===== config.mk =====
export PLATFORM = sky130hd
export DESIGN_NAME = crb_top
export DESIGN_NICKNAME = d
export VERILOG_FILES = /design/src/inc/crb_pkg.sv /design/src/hw/crb_counter.sv /design/src/hw/crb_top.sv
export SDC_FILE = /design/constraint.sdc
export NUM_CORES = 2
export LEC_CHECK = 0
export ABC_AREA = 1
export BUFFER_PORTS_ARGS = -buffer_cell sky130_fd_sc_hd__buf_4
export CAP_MARGIN = 25
export CORE_MARGIN = 1
export CORE_UTILIZATION = 52
export CTS_BUF_LIST = sky130_fd_sc_hd__clkbuf_8
export DETAILED_ROUTE_END_ITERATION = 7
export PLACE_DENSITY = 0.67
export SLEW_MARGIN = 30
export SYNTH_ARGS = -nofsm -noshare
export SYNTH_HDL_FRONTEND = slang
export SYNTH_HIERARCHICAL = 1
export SYNTH_SLANG_ARGS = --single-unit

===== constraint.sdc =====
create_clock -name clk_sys_i -period 92.8 [get_ports clk_sys_i]
set_input_delay 4.64 -clock clk_sys_i [delete_from_list [all_inputs] [get_ports clk_sys_i]]
set_output_delay 4.64 -clock clk_sys_i [all_outputs]
set_load 0.02 [all_outputs]

===== src/inc/crb_pkg.sv =====
`default_nettype none
package crb_pkg;

  // Clock and input rate limits
  localparam int unsigned CLK_HZ = 100_000_000;
  localparam int unsigned FILT_FAST_HZ = 10_000;
  localparam int unsigned FILT_STEP_HZ = 10;
  localparam int unsigned FAST_CYC = CLK_HZ / FILT_FAST_HZ;
  localparam int unsigned SLOW_CYC = CLK_HZ / FILT_STEP_HZ;

  // Register offsets
  localparam logic [15:0] ADR_RELAY = 16'h0008;
  localparam logic [15:0] ADR_TASK = 16'h0009;
  localparam logic [15:0] ADR_APPLY = 16'h0010;
  localparam logic [15:0] ADR_AUX = 16'h0011;
  localparam logic [15:0] ADR_CLR = 16'h0012;
  localparam logic [15:0] ADR_ACLR = 16'h0013;
  localparam logic [15:0] ADR_FILT = 16'h0014;
  localparam logic [15:0] ADR_FUNC = 16'h0015;
  localparam logic [15:0] ADR_MUL_HI = 16'h0016;
  localparam logic [15:0] ADR_MUL_LO = 16'h0017;
  localparam logic [15:0] ADR_DIV_HI = 16'h0018;
  localparam logic [15:0] ADR_DIV_LO = 16'h0019;
  localparam logic [15:0] ADR_BIAS_HI = 16'h001a;
  localparam logic [15:0] ADR_BIAS_LO = 16'h001b;
  localparam logic [15:0] ADR_POINT = 16'h001c;
  localparam logic [15:0] ADR_STATION = 16'h0020;
  localparam logic [15:0] ADR_IDENT = 16'h0021;
  localparam logic [15:0] ADR_PERMIT = 16'h0023;

  // Link function and exception codes
  localparam logic [7:0] FN_READ = 8'h03;
  localparam logic [7:0] FN_WR1 = 8'h06;
  localparam logic [7:0] FN_WRN = 8'h10;
  localparam logic [7:0] EXC_FUNC = 8'h01;
  localparam logic [7:0] EXC_ADDR = 8'h02;
  localparam logic [7:0] EXC_VALUE = 8'h03;
  localparam logic [7:0] MAX_GROUP = 8'h10;
  localparam logic [7:0] BROADCAST = 8'h00;

  // Field ranges
  localparam logic [15:0] FLAG_MAX = 16'h0001;
  localparam logic [15:0] AUX_MAX = 16'h0002;
  localparam logic [15:0] CLR_MAX = 16'h0003;
  localparam logic [15:0] ACLR_MAX = 16'h0002;
  localparam logic [15:0] FILT_MAX = 16'h0009;
  localparam logic [15:0] FUNC_MAX = 16'h0003;
  localparam logic [15:0] POINT_MAX = 16'h0005;
  localparam logic [15:0] STATION_MAX = 16'h00c7;
  localparam int MUL_MIN = -99999;
  localparam int MUL_MAX = 999999;
  localparam int DIV_MIN = 1;
  localparam int DIV_MAX = 999999;
  localparam int BIAS_MIN = -999999;
  localparam int BIAS_MAX = 999999;

  // Modes
  typedef enum logic {APPLY_AT_ONCE = 1'b0, APPLY_ON_RESTART = 1'b1} crb_apply_e;
  typedef enum logic [1:0] {
    AUX_INPUT_OFF = 2'b00, AUX_DIRECTION = 2'b01, AUX_HOLD = 2'b10
  } crb_aux_e;
  typedef enum logic [1:0] {
    CLEAR_BY_ALL = 2'b00, CLEAR_BY_TERMINAL = 2'b01,
    CLEAR_BY_BUTTON = 2'b10, CLEAR_BY_LINK = 2'b11
  } crb_clr_e;
  typedef enum logic [1:0] {
    AUTOCLEAR_OFF = 2'b00, AUTOCLEAR_AT_RELAY1_SETPOINT = 2'b01,
    AUTOCLEAR_BELOW_ZERO = 2'b10
  } crb_aclr_e;
  typedef enum logic [1:0] {
    FUNC_A_PLUS_B = 2'b00, FUNC_A_MINUS_B = 2'b01,
    FUNC_QUAD_X1 = 2'b10, FUNC_QUAD_X4 = 2'b11
  } crb_func_e;

  // Counting settings
  typedef struct packed {
    logic [1:0] aux;
    logic [1:0] clr;
    logic [1:0] aclr;
    logic [3:0] filt;
    logic [1:0] func;
    logic [2:0] point;
    logic [31:0] mul;
    logic [31:0] div;
    logic [31:0] bias;
  } crb_cfg_s;

  // Values after reset
  localparam crb_cfg_s CFG_RST = '{aux: 2'h0, clr: 2'h0, aclr: 2'h0,
    filt: 4'h0, func: 2'h0, point: 3'h0, mul: 32'h0000_0001,
    div: 32'h0000_0001, bias: 32'h0000_0000};
  localparam logic RST_APPLY = 1'b0;
  localparam logic [7:0] RST_STATION = 8'h01;
  localparam logic RST_PERMIT = 1'b1;

endpackage : crb_pkg
`default_nettype wire

===== src/hw/crb_counter.sv =====
`timescale 1ns/1ps
`default_nettype none
module crb_counter
  import crb_pkg::*;
#(
  parameter int unsigned FAST_CYC_P = FAST_CYC,
  parameter int unsigned SLOW_CYC_P = SLOW_CYC
) (
  // Clock and reset
  input wire logic clk_sys_i,
  input wire logic rst_b_i,
  // Counting inputs
  input wire logic in_a_i,
  input wire logic in_b_i,
  input wire logic aux_i,
  input wire logic hit_r1_i,
  input wire logic clear_i,
  // Settings
  input wire logic [1:0] aux_mode_i,
  input wire logic [1:0] func_i,
  input wire logic [3:0] filt_i,
  input wire logic [1:0] aclr_i,
  input wire logic [31:0] div_i,
  input wire logic [31:0] mul_i,
  input wire logic [31:0] bias_i,
  // Results
  output logic [31:0] count_o,
  output logic [31:0] shown_o
);

  localparam int unsigned MAXC = (FAST_CYC_P > SLOW_CYC_P) ? FAST_CYC_P
                                                            : SLOW_CYC_P;
  localparam int LW = $clog2(MAXC) + 1;

  if (FAST_CYC_P < 1 || SLOW_CYC_P < 9) begin : g_chk
    $error("Filter cycle counts too small");
  end

  typedef struct packed {
    logic a;
    logic b;
    logic [LW-1:0] lock;
    logic [31:0] pre;
    logic [31:0] main;
    logic [31:0] shown;
  } crb_cnt_s;

  crb_cnt_s q;
  crb_cnt_s d;
  logic step;
  logic up;
  logic clear;
  logic [31:0] pre;

  function automatic logic [LW-1:0] lock_len(input logic [3:0] f);
    int unsigned c;
    c = FAST_CYC_P;
    if (f != 4'h0 && f <= 4'h9) c = SLOW_CYC_P / int'(f);
    return LW'(c - 1);
  endfunction : lock_len

  always_comb begin
    d = q;
    d.a = in_a_i;
    d.b = in_b_i;
    step = 1'b0;
    up = 1'b1;
    clear = clear_i;
    pre = q.pre;
    unique case (func_i)
      FUNC_A_PLUS_B: step = (in_a_i & ~q.a) | (in_b_i & ~q.b);
      FUNC_A_MINUS_B: begin
        step = (in_a_i & ~q.a) ^ (in_b_i & ~q.b);
        up = in_a_i & ~q.a;
      end
      FUNC_QUAD_X1: begin
        step = in_a_i & ~q.a;
        up = ~in_b_i;
      end
      FUNC_QUAD_X4: begin
        step = (in_a_i ^ q.a) ^ (in_b_i ^ q.b);
        up = in_a_i ^ q.b;
      end
    endcase
    if (aux_mode_i == AUX_DIRECTION && aux_i) up = ~up;
    if (aux_mode_i == AUX_HOLD && aux_i) step = 1'b0;
    if (q.lock != '0) begin
      d.lock = q.lock - 1'b1;
      step = 1'b0;
    end else if (step) begin
      d.lock = lock_len(filt_i);
    end
    if (q.pre >= div_i) pre = 32'h0000_0000;
    if (aclr_i == AUTOCLEAR_AT_RELAY1_SETPOINT && hit_r1_i) clear = 1'b1;
    if (aclr_i == AUTOCLEAR_BELOW_ZERO && $signed(q.main) < 0) clear = 1'b1;
    d.pre = pre;
    if (clear) begin
      d.pre = 32'h0000_0000;
      d.main = 32'h0000_0000;
    end else if (step && up) begin
      if (pre + 32'h1 >= div_i) begin
        d.pre = 32'h0000_0000;
        d.main = q.main + 32'h1;
      end else begin
        d.pre = pre + 32'h1;
      end
    end else if (step) begin
      if (pre == 32'h0) begin
        d.pre = div_i - 32'h1;
        d.main = q.main - 32'h1;
      end else begin
        d.pre = pre - 32'h1;
      end
    end
    d.shown = ($signed(q.main) * $signed(mul_i)) + $signed(bias_i);
  end

  always_ff @(posedge clk_sys_i or negedge rst_b_i) begin
    if (!rst_b_i) begin
      q <= '0;
    end else begin
      q <= d;
    end
  end

  assign count_o = q.main;
  assign shown_o = q.shown;
endmodule : crb_counter
`default_nettype wire


===== src/hw/crb_top.sv =====
// Function
// Relay state reads in bits 0 to 3
// Relay write uses bits 0 to 3 only
// Task bit shows relay has fired
// Settings apply at once or on restart
// Aux input off, direction or hold
// Clear sources chosen by clear mode
// Auto-clear off, relay one or below zero
// Input rate limit codes 0 to 9
// Code 0 adds, code 1 subtracts inputs
// Quadrature counting per cycle or quarter
// Count once per divider events
// Shown value is scaled count, multiplier range
// High word at lower address
// Display bias within plus minus 999999
// Decimal places 0 to 5
// Fixed readable identification code
// Read 03h, write 06h or 10h, 16 max
// Signed values in two's complement
// Broadcasts executed without reply
// Write permission gates link writes
// Station 0 to 199, own address only
// Bad writes refused with exception
`timescale 1ns/1ps
`default_nettype none
module crb_top
  import crb_pkg::*;
#(
  parameter int unsigned FAST_CYC_P = FAST_CYC,
  parameter int unsigned SLOW_CYC_P = SLOW_CYC,
  parameter logic [15:0] ID_CODE = 16'h5a3c // Arbitrary value
) (
  // Clock and reset
  input wire logic clk_sys_i,
  input wire logic rst_b_i,
  // Decoded link request, one register per request
  input wire logic req_valid_i,
  input wire logic [7:0] req_station_i,
  input wire logic [7:0] req_func_i,
  input wire logic [15:0] req_reg_i,
  input wire logic [7:0] req_qty_i,
  input wire logic [15:0] req_wdata_i,
  // Link answer
  output logic rsp_valid_o,
  output logic rsp_reply_o,
  output logic rsp_exc_o,
  output logic [7:0] rsp_exc_code_o,
  output logic [15:0] rsp_rdata_o,
  // Counting and clearing inputs
  input wire logic in_a_i,
  input wire logic in_b_i,
  input wire logic aux_i,
  input wire logic clr_terminal_i,
  input wire logic clr_button_i,
  input wire logic clr_link_i,
  input wire logic restart_i,
  input wire logic [3:0] relay_hit_i,
  // Results
  output logic [3:0] relay_o,
  output logic [2:0] point_o,
  output logic [31:0] count_o,
  output logic [31:0] shown_o
);

  typedef struct packed {
    crb_cfg_s sto;
    crb_cfg_s act;
    logic [3:0] relay;
    logic [3:0] fired;
    logic apply;
    logic [7:0] station;
    logic permit;
    logic [15:0] pend_hi;
    logic load;
    logic rsp_valid;
    logic rsp_reply;
    logic rsp_exc;
    logic [7:0] rsp_code;
    logic [15:0] rsp_data;
  } crb_top_s;

  localparam crb_top_s TOP_RST = '{sto: CFG_RST, act: CFG_RST,
    relay: 4'h0, fired: 4'h0, apply: RST_APPLY, station: RST_STATION,
    permit: RST_PERMIT, pend_hi: 16'h0000, load: 1'b1, rsp_valid: 1'b0,
    rsp_reply: 1'b0, rsp_exc: 1'b0, rsp_code: 8'h00,
    rsp_data: 16'h0000};

  crb_top_s q;
  crb_top_s d;
  logic own_req;
  logic bcast_req;
  logic clear_now;
  logic [16:0] rd;
  logic [31:0] pair;
  logic is_rd;
  logic is_wr;
  logic bad_adr;
  logic bad_val;
  logic [3:0] wr_low;

  function automatic logic in_span(input logic [31:0] v, input int lo,
                                   input int hi);
    return ($signed(v) >= lo) && ($signed(v) <= hi);
  endfunction : in_span

  function automatic logic [16:0] rd_word(input logic [15:0] a,
                                          input crb_top_s s,
                                          input logic [15:0] id);
    logic [16:0] r;
    r = 17'h0_0000;
    case (a)
      ADR_RELAY: r = {1'b1, 12'h000, s.relay};
      ADR_TASK: r = {1'b1, 12'h000, s.fired};
      ADR_APPLY: r = {1'b1, 15'h0000, s.apply};
      ADR_AUX: r = {1'b1, 14'h0000, s.sto.aux};
      ADR_CLR: r = {1'b1, 14'h0000, s.sto.clr};
      ADR_ACLR: r = {1'b1, 14'h0000, s.sto.aclr};
      ADR_FILT: r = {1'b1, 12'h000, s.sto.filt};
      ADR_FUNC: r = {1'b1, 14'h0000, s.sto.func};
      ADR_MUL_HI: r = {1'b1, s.sto.mul[31:16]};
      ADR_MUL_LO: r = {1'b1, s.sto.mul[15:0]};
      ADR_DIV_HI: r = {1'b1, s.sto.div[31:16]};
      ADR_DIV_LO: r = {1'b1, s.sto.div[15:0]};
      ADR_BIAS_HI: r = {1'b1, s.sto.bias[31:16]};
      ADR_BIAS_LO: r = {1'b1, s.sto.bias[15:0]};
      ADR_POINT: r = {1'b1, 13'h0000, s.sto.point};
      ADR_STATION: r = {1'b1, 8'h00, s.station};
      ADR_IDENT: r = {1'b1, id};
      ADR_PERMIT: r = {1'b1, 15'h0000, s.permit};
      default: r = 17'h0_0000;
    endcase
    return r;
  endfunction : rd_word

  assign own_req = req_valid_i && (req_station_i == q.station);
  assign bcast_req = req_valid_i && (req_station_i == BROADCAST);
  assign wr_low = req_wdata_i[3:0];

  always_comb begin
    d = q;
    rd = rd_word(req_reg_i, q, ID_CODE);
    pair = {q.pend_hi, req_wdata_i};
    is_rd = (req_func_i == FN_READ);
    is_wr = (req_func_i == FN_WR1) || (req_func_i == FN_WRN);
    bad_adr = 1'b0;
    bad_val = 1'b0;
    clear_now = 1'b0;
    d.load = 1'b0;
    d.rsp_valid = 1'b0;
    d.rsp_reply = 1'b0;
    d.rsp_exc = 1'b0;
    d.rsp_code = 8'h00;
    d.rsp_data = 16'h0000;
    d.relay = q.relay | relay_hit_i;
    if (own_req || bcast_req) begin
      d.rsp_valid = 1'b1;
      d.rsp_reply = own_req;
      if (!is_rd && !is_wr) begin
        d.rsp_exc = 1'b1;
        d.rsp_code = EXC_FUNC;
      end else if (req_func_i != FN_WR1 &&
                   (req_qty_i == 8'h00 || req_qty_i > MAX_GROUP)) begin
        d.rsp_exc = 1'b1;
        d.rsp_code = EXC_VALUE;
      end else if (is_rd) begin
        if (rd[16]) begin
          d.rsp_data = rd[15:0];
        end else begin
          bad_adr = 1'b1;
        end
      end else if (!q.permit) begin
        d.rsp_exc = 1'b1;
        d.rsp_code = EXC_FUNC;
      end else begin
        d.rsp_data = req_wdata_i;
        case (req_reg_i)
          ADR_RELAY: d.relay = wr_low | relay_hit_i;
          ADR_APPLY: begin
            if (req_wdata_i <= FLAG_MAX) d.apply = req_wdata_i[0];
            else bad_val = 1'b1;
          end
          ADR_AUX: begin
            if (req_wdata_i <= AUX_MAX) d.sto.aux = req_wdata_i[1:0];
            else bad_val = 1'b1;
          end
          ADR_CLR: begin
            if (req_wdata_i <= CLR_MAX) d.sto.clr = req_wdata_i[1:0];
            else bad_val = 1'b1;
          end
          ADR_ACLR: begin
            if (req_wdata_i <= ACLR_MAX) d.sto.aclr = req_wdata_i[1:0];
            else bad_val = 1'b1;
          end
          ADR_FILT: begin
            if (req_wdata_i <= FILT_MAX) d.sto.filt = req_wdata_i[3:0];
            else bad_val = 1'b1;
          end
          ADR_FUNC: begin
            if (req_wdata_i <= FUNC_MAX) d.sto.func = req_wdata_i[1:0];
            else bad_val = 1'b1;
          end
          ADR_MUL_HI, ADR_DIV_HI, ADR_BIAS_HI: d.pend_hi = req_wdata_i;
          ADR_MUL_LO: begin
            if (in_span(pair, MUL_MIN, MUL_MAX)) d.sto.mul = pair;
            else bad_val = 1'b1;
          end
          ADR_DIV_LO: begin
            if (in_span(pair, DIV_MIN, DIV_MAX)) d.sto.div = pair;
            else bad_val = 1'b1;
          end
          ADR_BIAS_LO: begin
            if (in_span(pair, BIAS_MIN, BIAS_MAX)) d.sto.bias = pair;
            else bad_val = 1'b1;
          end
          ADR_POINT: begin
            if (req_wdata_i <= POINT_MAX) d.sto.point = req_wdata_i[2:0];
            else bad_val = 1'b1;
          end
          ADR_STATION: begin
            if (req_wdata_i <= STATION_MAX) d.station = req_wdata_i[7:0];
            else bad_val = 1'b1;
          end
          ADR_PERMIT: begin
            if (req_wdata_i <= FLAG_MAX) d.permit = req_wdata_i[0];
            else bad_val = 1'b1;
          end
          default: bad_adr = 1'b1;
        endcase
      end
      if (bad_adr) begin
        d.rsp_exc = 1'b1;
        d.rsp_code = EXC_ADDR;
        d.rsp_data = 16'h0000;
      end else if (bad_val) begin
        d.rsp_exc = 1'b1;
        d.rsp_code = EXC_VALUE;
        d.rsp_data = 16'h0000;
      end
    end
    unique case (q.act.clr)
      CLEAR_BY_ALL: clear_now = clr_link_i | clr_terminal_i | clr_button_i;
      CLEAR_BY_TERMINAL: clear_now = clr_link_i | clr_terminal_i;
      CLEAR_BY_BUTTON: clear_now = clr_link_i | clr_button_i;
      CLEAR_BY_LINK: clear_now = clr_link_i;
    endcase
    d.fired = (clear_now ? 4'h0 : q.fired) | (d.relay & ~q.relay) | relay_hit_i;
    if (q.apply == APPLY_AT_ONCE || q.load || restart_i) d.act = d.sto;
  end

  always_ff @(posedge clk_sys_i or negedge rst_b_i) begin
    if (!rst_b_i) begin
      q <= TOP_RST;
    end else begin
      q <= d;
    end
  end

  assign rsp_valid_o = q.rsp_valid;
  assign rsp_reply_o = q.rsp_reply;
  assign rsp_exc_o = q.rsp_exc;
  assign rsp_exc_code_o = q.rsp_code;
  assign rsp_rdata_o = q.rsp_data;
  assign relay_o = q.relay;
  assign point_o = q.act.point;

  crb_counter #(
    .FAST_CYC_P(FAST_CYC_P),
    .SLOW_CYC_P(SLOW_CYC_P)
  ) u_counter (
    .clk_sys_i(clk_sys_i),
    .rst_b_i(rst_b_i),
    .in_a_i(in_a_i),
    .in_b_i(in_b_i),
    .aux_i(aux_i),
    .hit_r1_i(relay_hit_i[0]),
    .clear_i(clear_now),
    .aux_mode_i(q.act.aux),
    .func_i(q.act.func),
    .filt_i(q.act.filt),
    .aclr_i(q.act.aclr),
    .div_i(q.act.div),
    .mul_i(q.act.mul),
    .bias_i(q.act.bias),
    .count_o(count_o),
    .shown_o(shown_o)
  );
endmodule : crb_top
`default_nettype wire


==> results.yml <==
layout:
  regArea_um2: 10000
  finalNetCount: 10500
  drive_gt1_frac: 0.141
  final_util: 0.548
  multi_input_area_um2: 46600
  areaGrowthSynthToFinish_pct: 4.64
  nFillCells: 12500
cts:
  cts_buffer_depth: 3
  clk-insertion-delay-late_ns: 0.76
  cts_sinks: 401
  ctsHoldBuffers: 0
  root_buffer: "clkbuf_8"
  numCtsBuffers: 75
  post_cts_buffers: 0
  post_cts_resized: 0
  cts_tree: "yes"
  clk_pin_slew_ns: 0.06
  htreeDepth: 3
status:
  status: "finished, violations left"
  violations: "design-rule violations"
global_route:
  use_met1: 0.467
  grt_pass1_wl_mm: 332
  track_usage: 0.327
  busiest_layer: "met2"
  first_global_vias: 60300
  grtUsageMet2: 0.502
  antenna_found_initial: 11
  grt_use_met3: 0.0523
  grt_overflow: 0
  grt_max_degree: 102
die:
  fp.dieH_um: 358
  core_um2: 126000
  io_pins: 168
  die_area_um2: 128000
  chipWidth_um: 358
  start_util: 0.524
  rows: 130
power_and_ir_drop:
  peakVddDrop_mv: 0.0108
  clock_power_share: 0.481
  power_density_nw_per_um2: 5.92
  switching_share: 0.284
  p_comb_frac: 0.077
  intPower_mw: 0.292
  p_total_mw: 0.408
  power.switching_mw: 0.116
  p_leak_nw: 37.4
  seqPwrFrac: 0.442
detailed_routing:
  totalWireLength_mm: 211
  wire_per_inst_um: 18.5
  drtIter0Drc: 5955
  via_count: 62500
  drt-pass1-iter-count: 8
  vias_per_cell: 5.49
  drcViolationCount: 1
  antenna_left: 0
synth:
  yosysUniqueCellTypes: 89
  synth_seq_cells: 401
  yosys.area.top_type_share: 0.150
  yosysTopAreaCell: "dfrtp_1"
  synth_top_flop_cell: "dfrtp_1"
  synthTopCellsByArea: "dfrtp_1 15%, nand2_1 15%, fa_1 13%, inv_1 9.0%, ha_1 6.0%"
  yosysSeqAreaShare: 0.153
  async_reset_ff_frac: 1.00
  avgSynthCellArea_um2: 6.76
  yosysWarnings: 6
  synthCells: 9737
  synth-edff-count: 0
  syn_area_um2: 65800
worst_setup_path:
  cp_max_fo: 44
  r2r_cells: 287
  required_ns: 93.43
  cp-start-kind: "flop"
  endpoint_kind: "flop"
  path_class: "reg -> reg"
  worst_path_most_repeated_cell: "nand2_1"
  critPathSlowestCell: "dfrtp_2"
  rrSetupSlack_ns: 37.73
  critical_path.max_stage_delay_ns: 0.64
  cp.arrival_ns: 55.70
  reg2reg_from: "q[163]"
  reg2reg_to: "u_counter/q[120]"
sta:
  finClkSkew_ns: 0.0589
  finalMaxSlewViolations: 0
  worst_slew_pin_slew_ns: 0.993
  tns_ns: 0
  period_share: 0.593
  rsz0062_at_grt: "false"
  hold_ws_ns: 0.477
  maxSlewHeadroom: 0.338
  finalSetupViolCount: 0
  fin_crit_ns: 55.07
  hold_viol: 0
  max_freq_mhz: 18.2
placement:
  dp_hpwl_mm: 167
  port_buffers: 161
  globalplace.congestion: 0.979
job:
  maxCapViolations: 0
min_path:
  hold_depth: 2
  hp-start: "q[65]"
  min_path_type: "reg -> reg"
  min_to: "q[65]"
[critical path: cells and delay by family, from the launching register on]
family	cells	cell delay, ns
flip-flops	1	0.64
AND/OR/NAND/NOR	155	25.33
AO/OA/AOI/OAI	65	14.16
adder cells (fa/ha/maj)	32	10.74
buffers and inverters	35	3.86
[registers in the layout (all words and copies together), names as in the netlist, 2 cells and up]
register	cells
pair	16
point_o	3
rsp_rdata_o	16
q	234
relay_o	4
u_counter/count_o	32
u_counter/shown_o	32
u_counter/q	59
rsp_exc_code_o	2
[worst max path at each step]
stage | from | endpoint | slack [ns] | cells past startpoint
after global routing | q[163] | u_counter/q[120] | 32.45 | 288
after floorplan | q[163] | u_counter/q[120] | 45.21 | 324
after CTS | q[163] | u_counter/q[120] | 38.02 | 287
after detailed placement | q[163] | u_counter/q[120] | 38.16 | 287
final | q[163] | u_counter/q[120] | 37.73 | 287
after global placement | q[163] | u_counter/q[120] | 39.55 | 287
[metrics by stage]
step,setup WS (ns),area (um2),instances
2_1_floorplan,45.21,65800,9743
3_3_place_gp,39.55,67100,11200
3_5_place_dp,38.16,67200,11200
4_1_cts,38.02,68800,11400
5_1_grt,32.45,68800,11400
6_report,37.73,68800,11400
[synth_stat cells, types with 13 or more instances]
cell and n:
o21ai_0 230, clkinv_2 21, buf_4 111, nand3_1 631, dfrtp_1 394, inv_2 85, nor2_1 923, nand4_2 19
ha_1 318, nand4_1 226, o22ai_1 46, buf_1 34, o21a_1 41, nor2_2 138, xnor2_1 92, nand2_2 229
nand2_4 97, nand3_2 157, buf_2 19, a21oi_2 15, xor2_1 189, a32o_1 13, o211ai_1 16, nand2_1 2548
buf_6 37, nor2_8 13, clkinv_1 36, o21ai_2 65, a21oi_1 266, nor4_1 31, nand3_4 37, fa_1 438
o21ai_1 64, clkbuf_1 159, inv_1 1579, nor2_4 85, o21bai_1 20, nor3_1 73, nand3b_1 47
[per-layer routing]
layer  vias up  routed length (um)
met5         -                  64
li1      30200                   -
met3       361               16500
met4        10                6710
met1     29600               95800
met2      2312               91500
[cell usage in the layout (no fill, tap or decap), types with 20 or more instances in the layout]
master and n:
nand3_2 158, nor2_4 85, o21ai_0 230, a21oi_1 266, o21ai_2 65, o22ai_1 46
nor2_1 922, clkinv_2 29, nand2_2 229, nor4_1 31, fa_1 438, dfrtp_1 393
clkbuf_8 89, nand3_4 38, nand3_1 629, clkinv_1 36, nand2_1 2548, o21ai_1 64
buf_4 229, nand2_4 97, xnor2_1 92, xor2_1 189, nor2_2 139, ha_1 318
inv_2 87, nand3b_1 47, o21bai_1 20, nand4_1 226, nor3_1 72, inv_1 1602
o21a_1 41
[final cells by class]
type / count / share of cell area
tap: 1650 / 0.0300
multi-input combinational: 7221 / 0.677
inverter: 1733 / 0.0963
clock inverter: 47 / 0.00634
timing repair buffer: 234 / 0.0261
clock buffer: 89 / 0.0178
sequential: 401 / 0.146
antenna: 4 / 0.000145
[cell families (layout without fill, tap and decap cells)]
family | after synthesis | in the layout | synth area share
AO/OA/AOI/OAI | 868 | 868 | 0.0807
XOR/XNOR | 281 | 281 | 0.0374
adder cells (fa/ha/maj) | 756 | 756 | 0.194
buffers and inverters | 2121 | 2103 | 0.139
flip-flops | 401 | 401 | 0.153
other | 1 | 11 | 0.0000570
AND/OR/NAND/NOR | 5309 | 5309 | 0.396
[power by group through the flow]
stage	sequential [mW]	combinational [mW]	clock, mW
6_report	0.180	0.0314	0.196
5_1_grt	0.180	0.0337	0.208
4_1_cts	0.180	0.0310	0.200
3_5_place_dp	0.183	0.0309	0
3_3_place_gp	0.183	0.0306	0
2_1_floorplan	0.180	0.0173	0
Power figures use the tool's default switching activity.
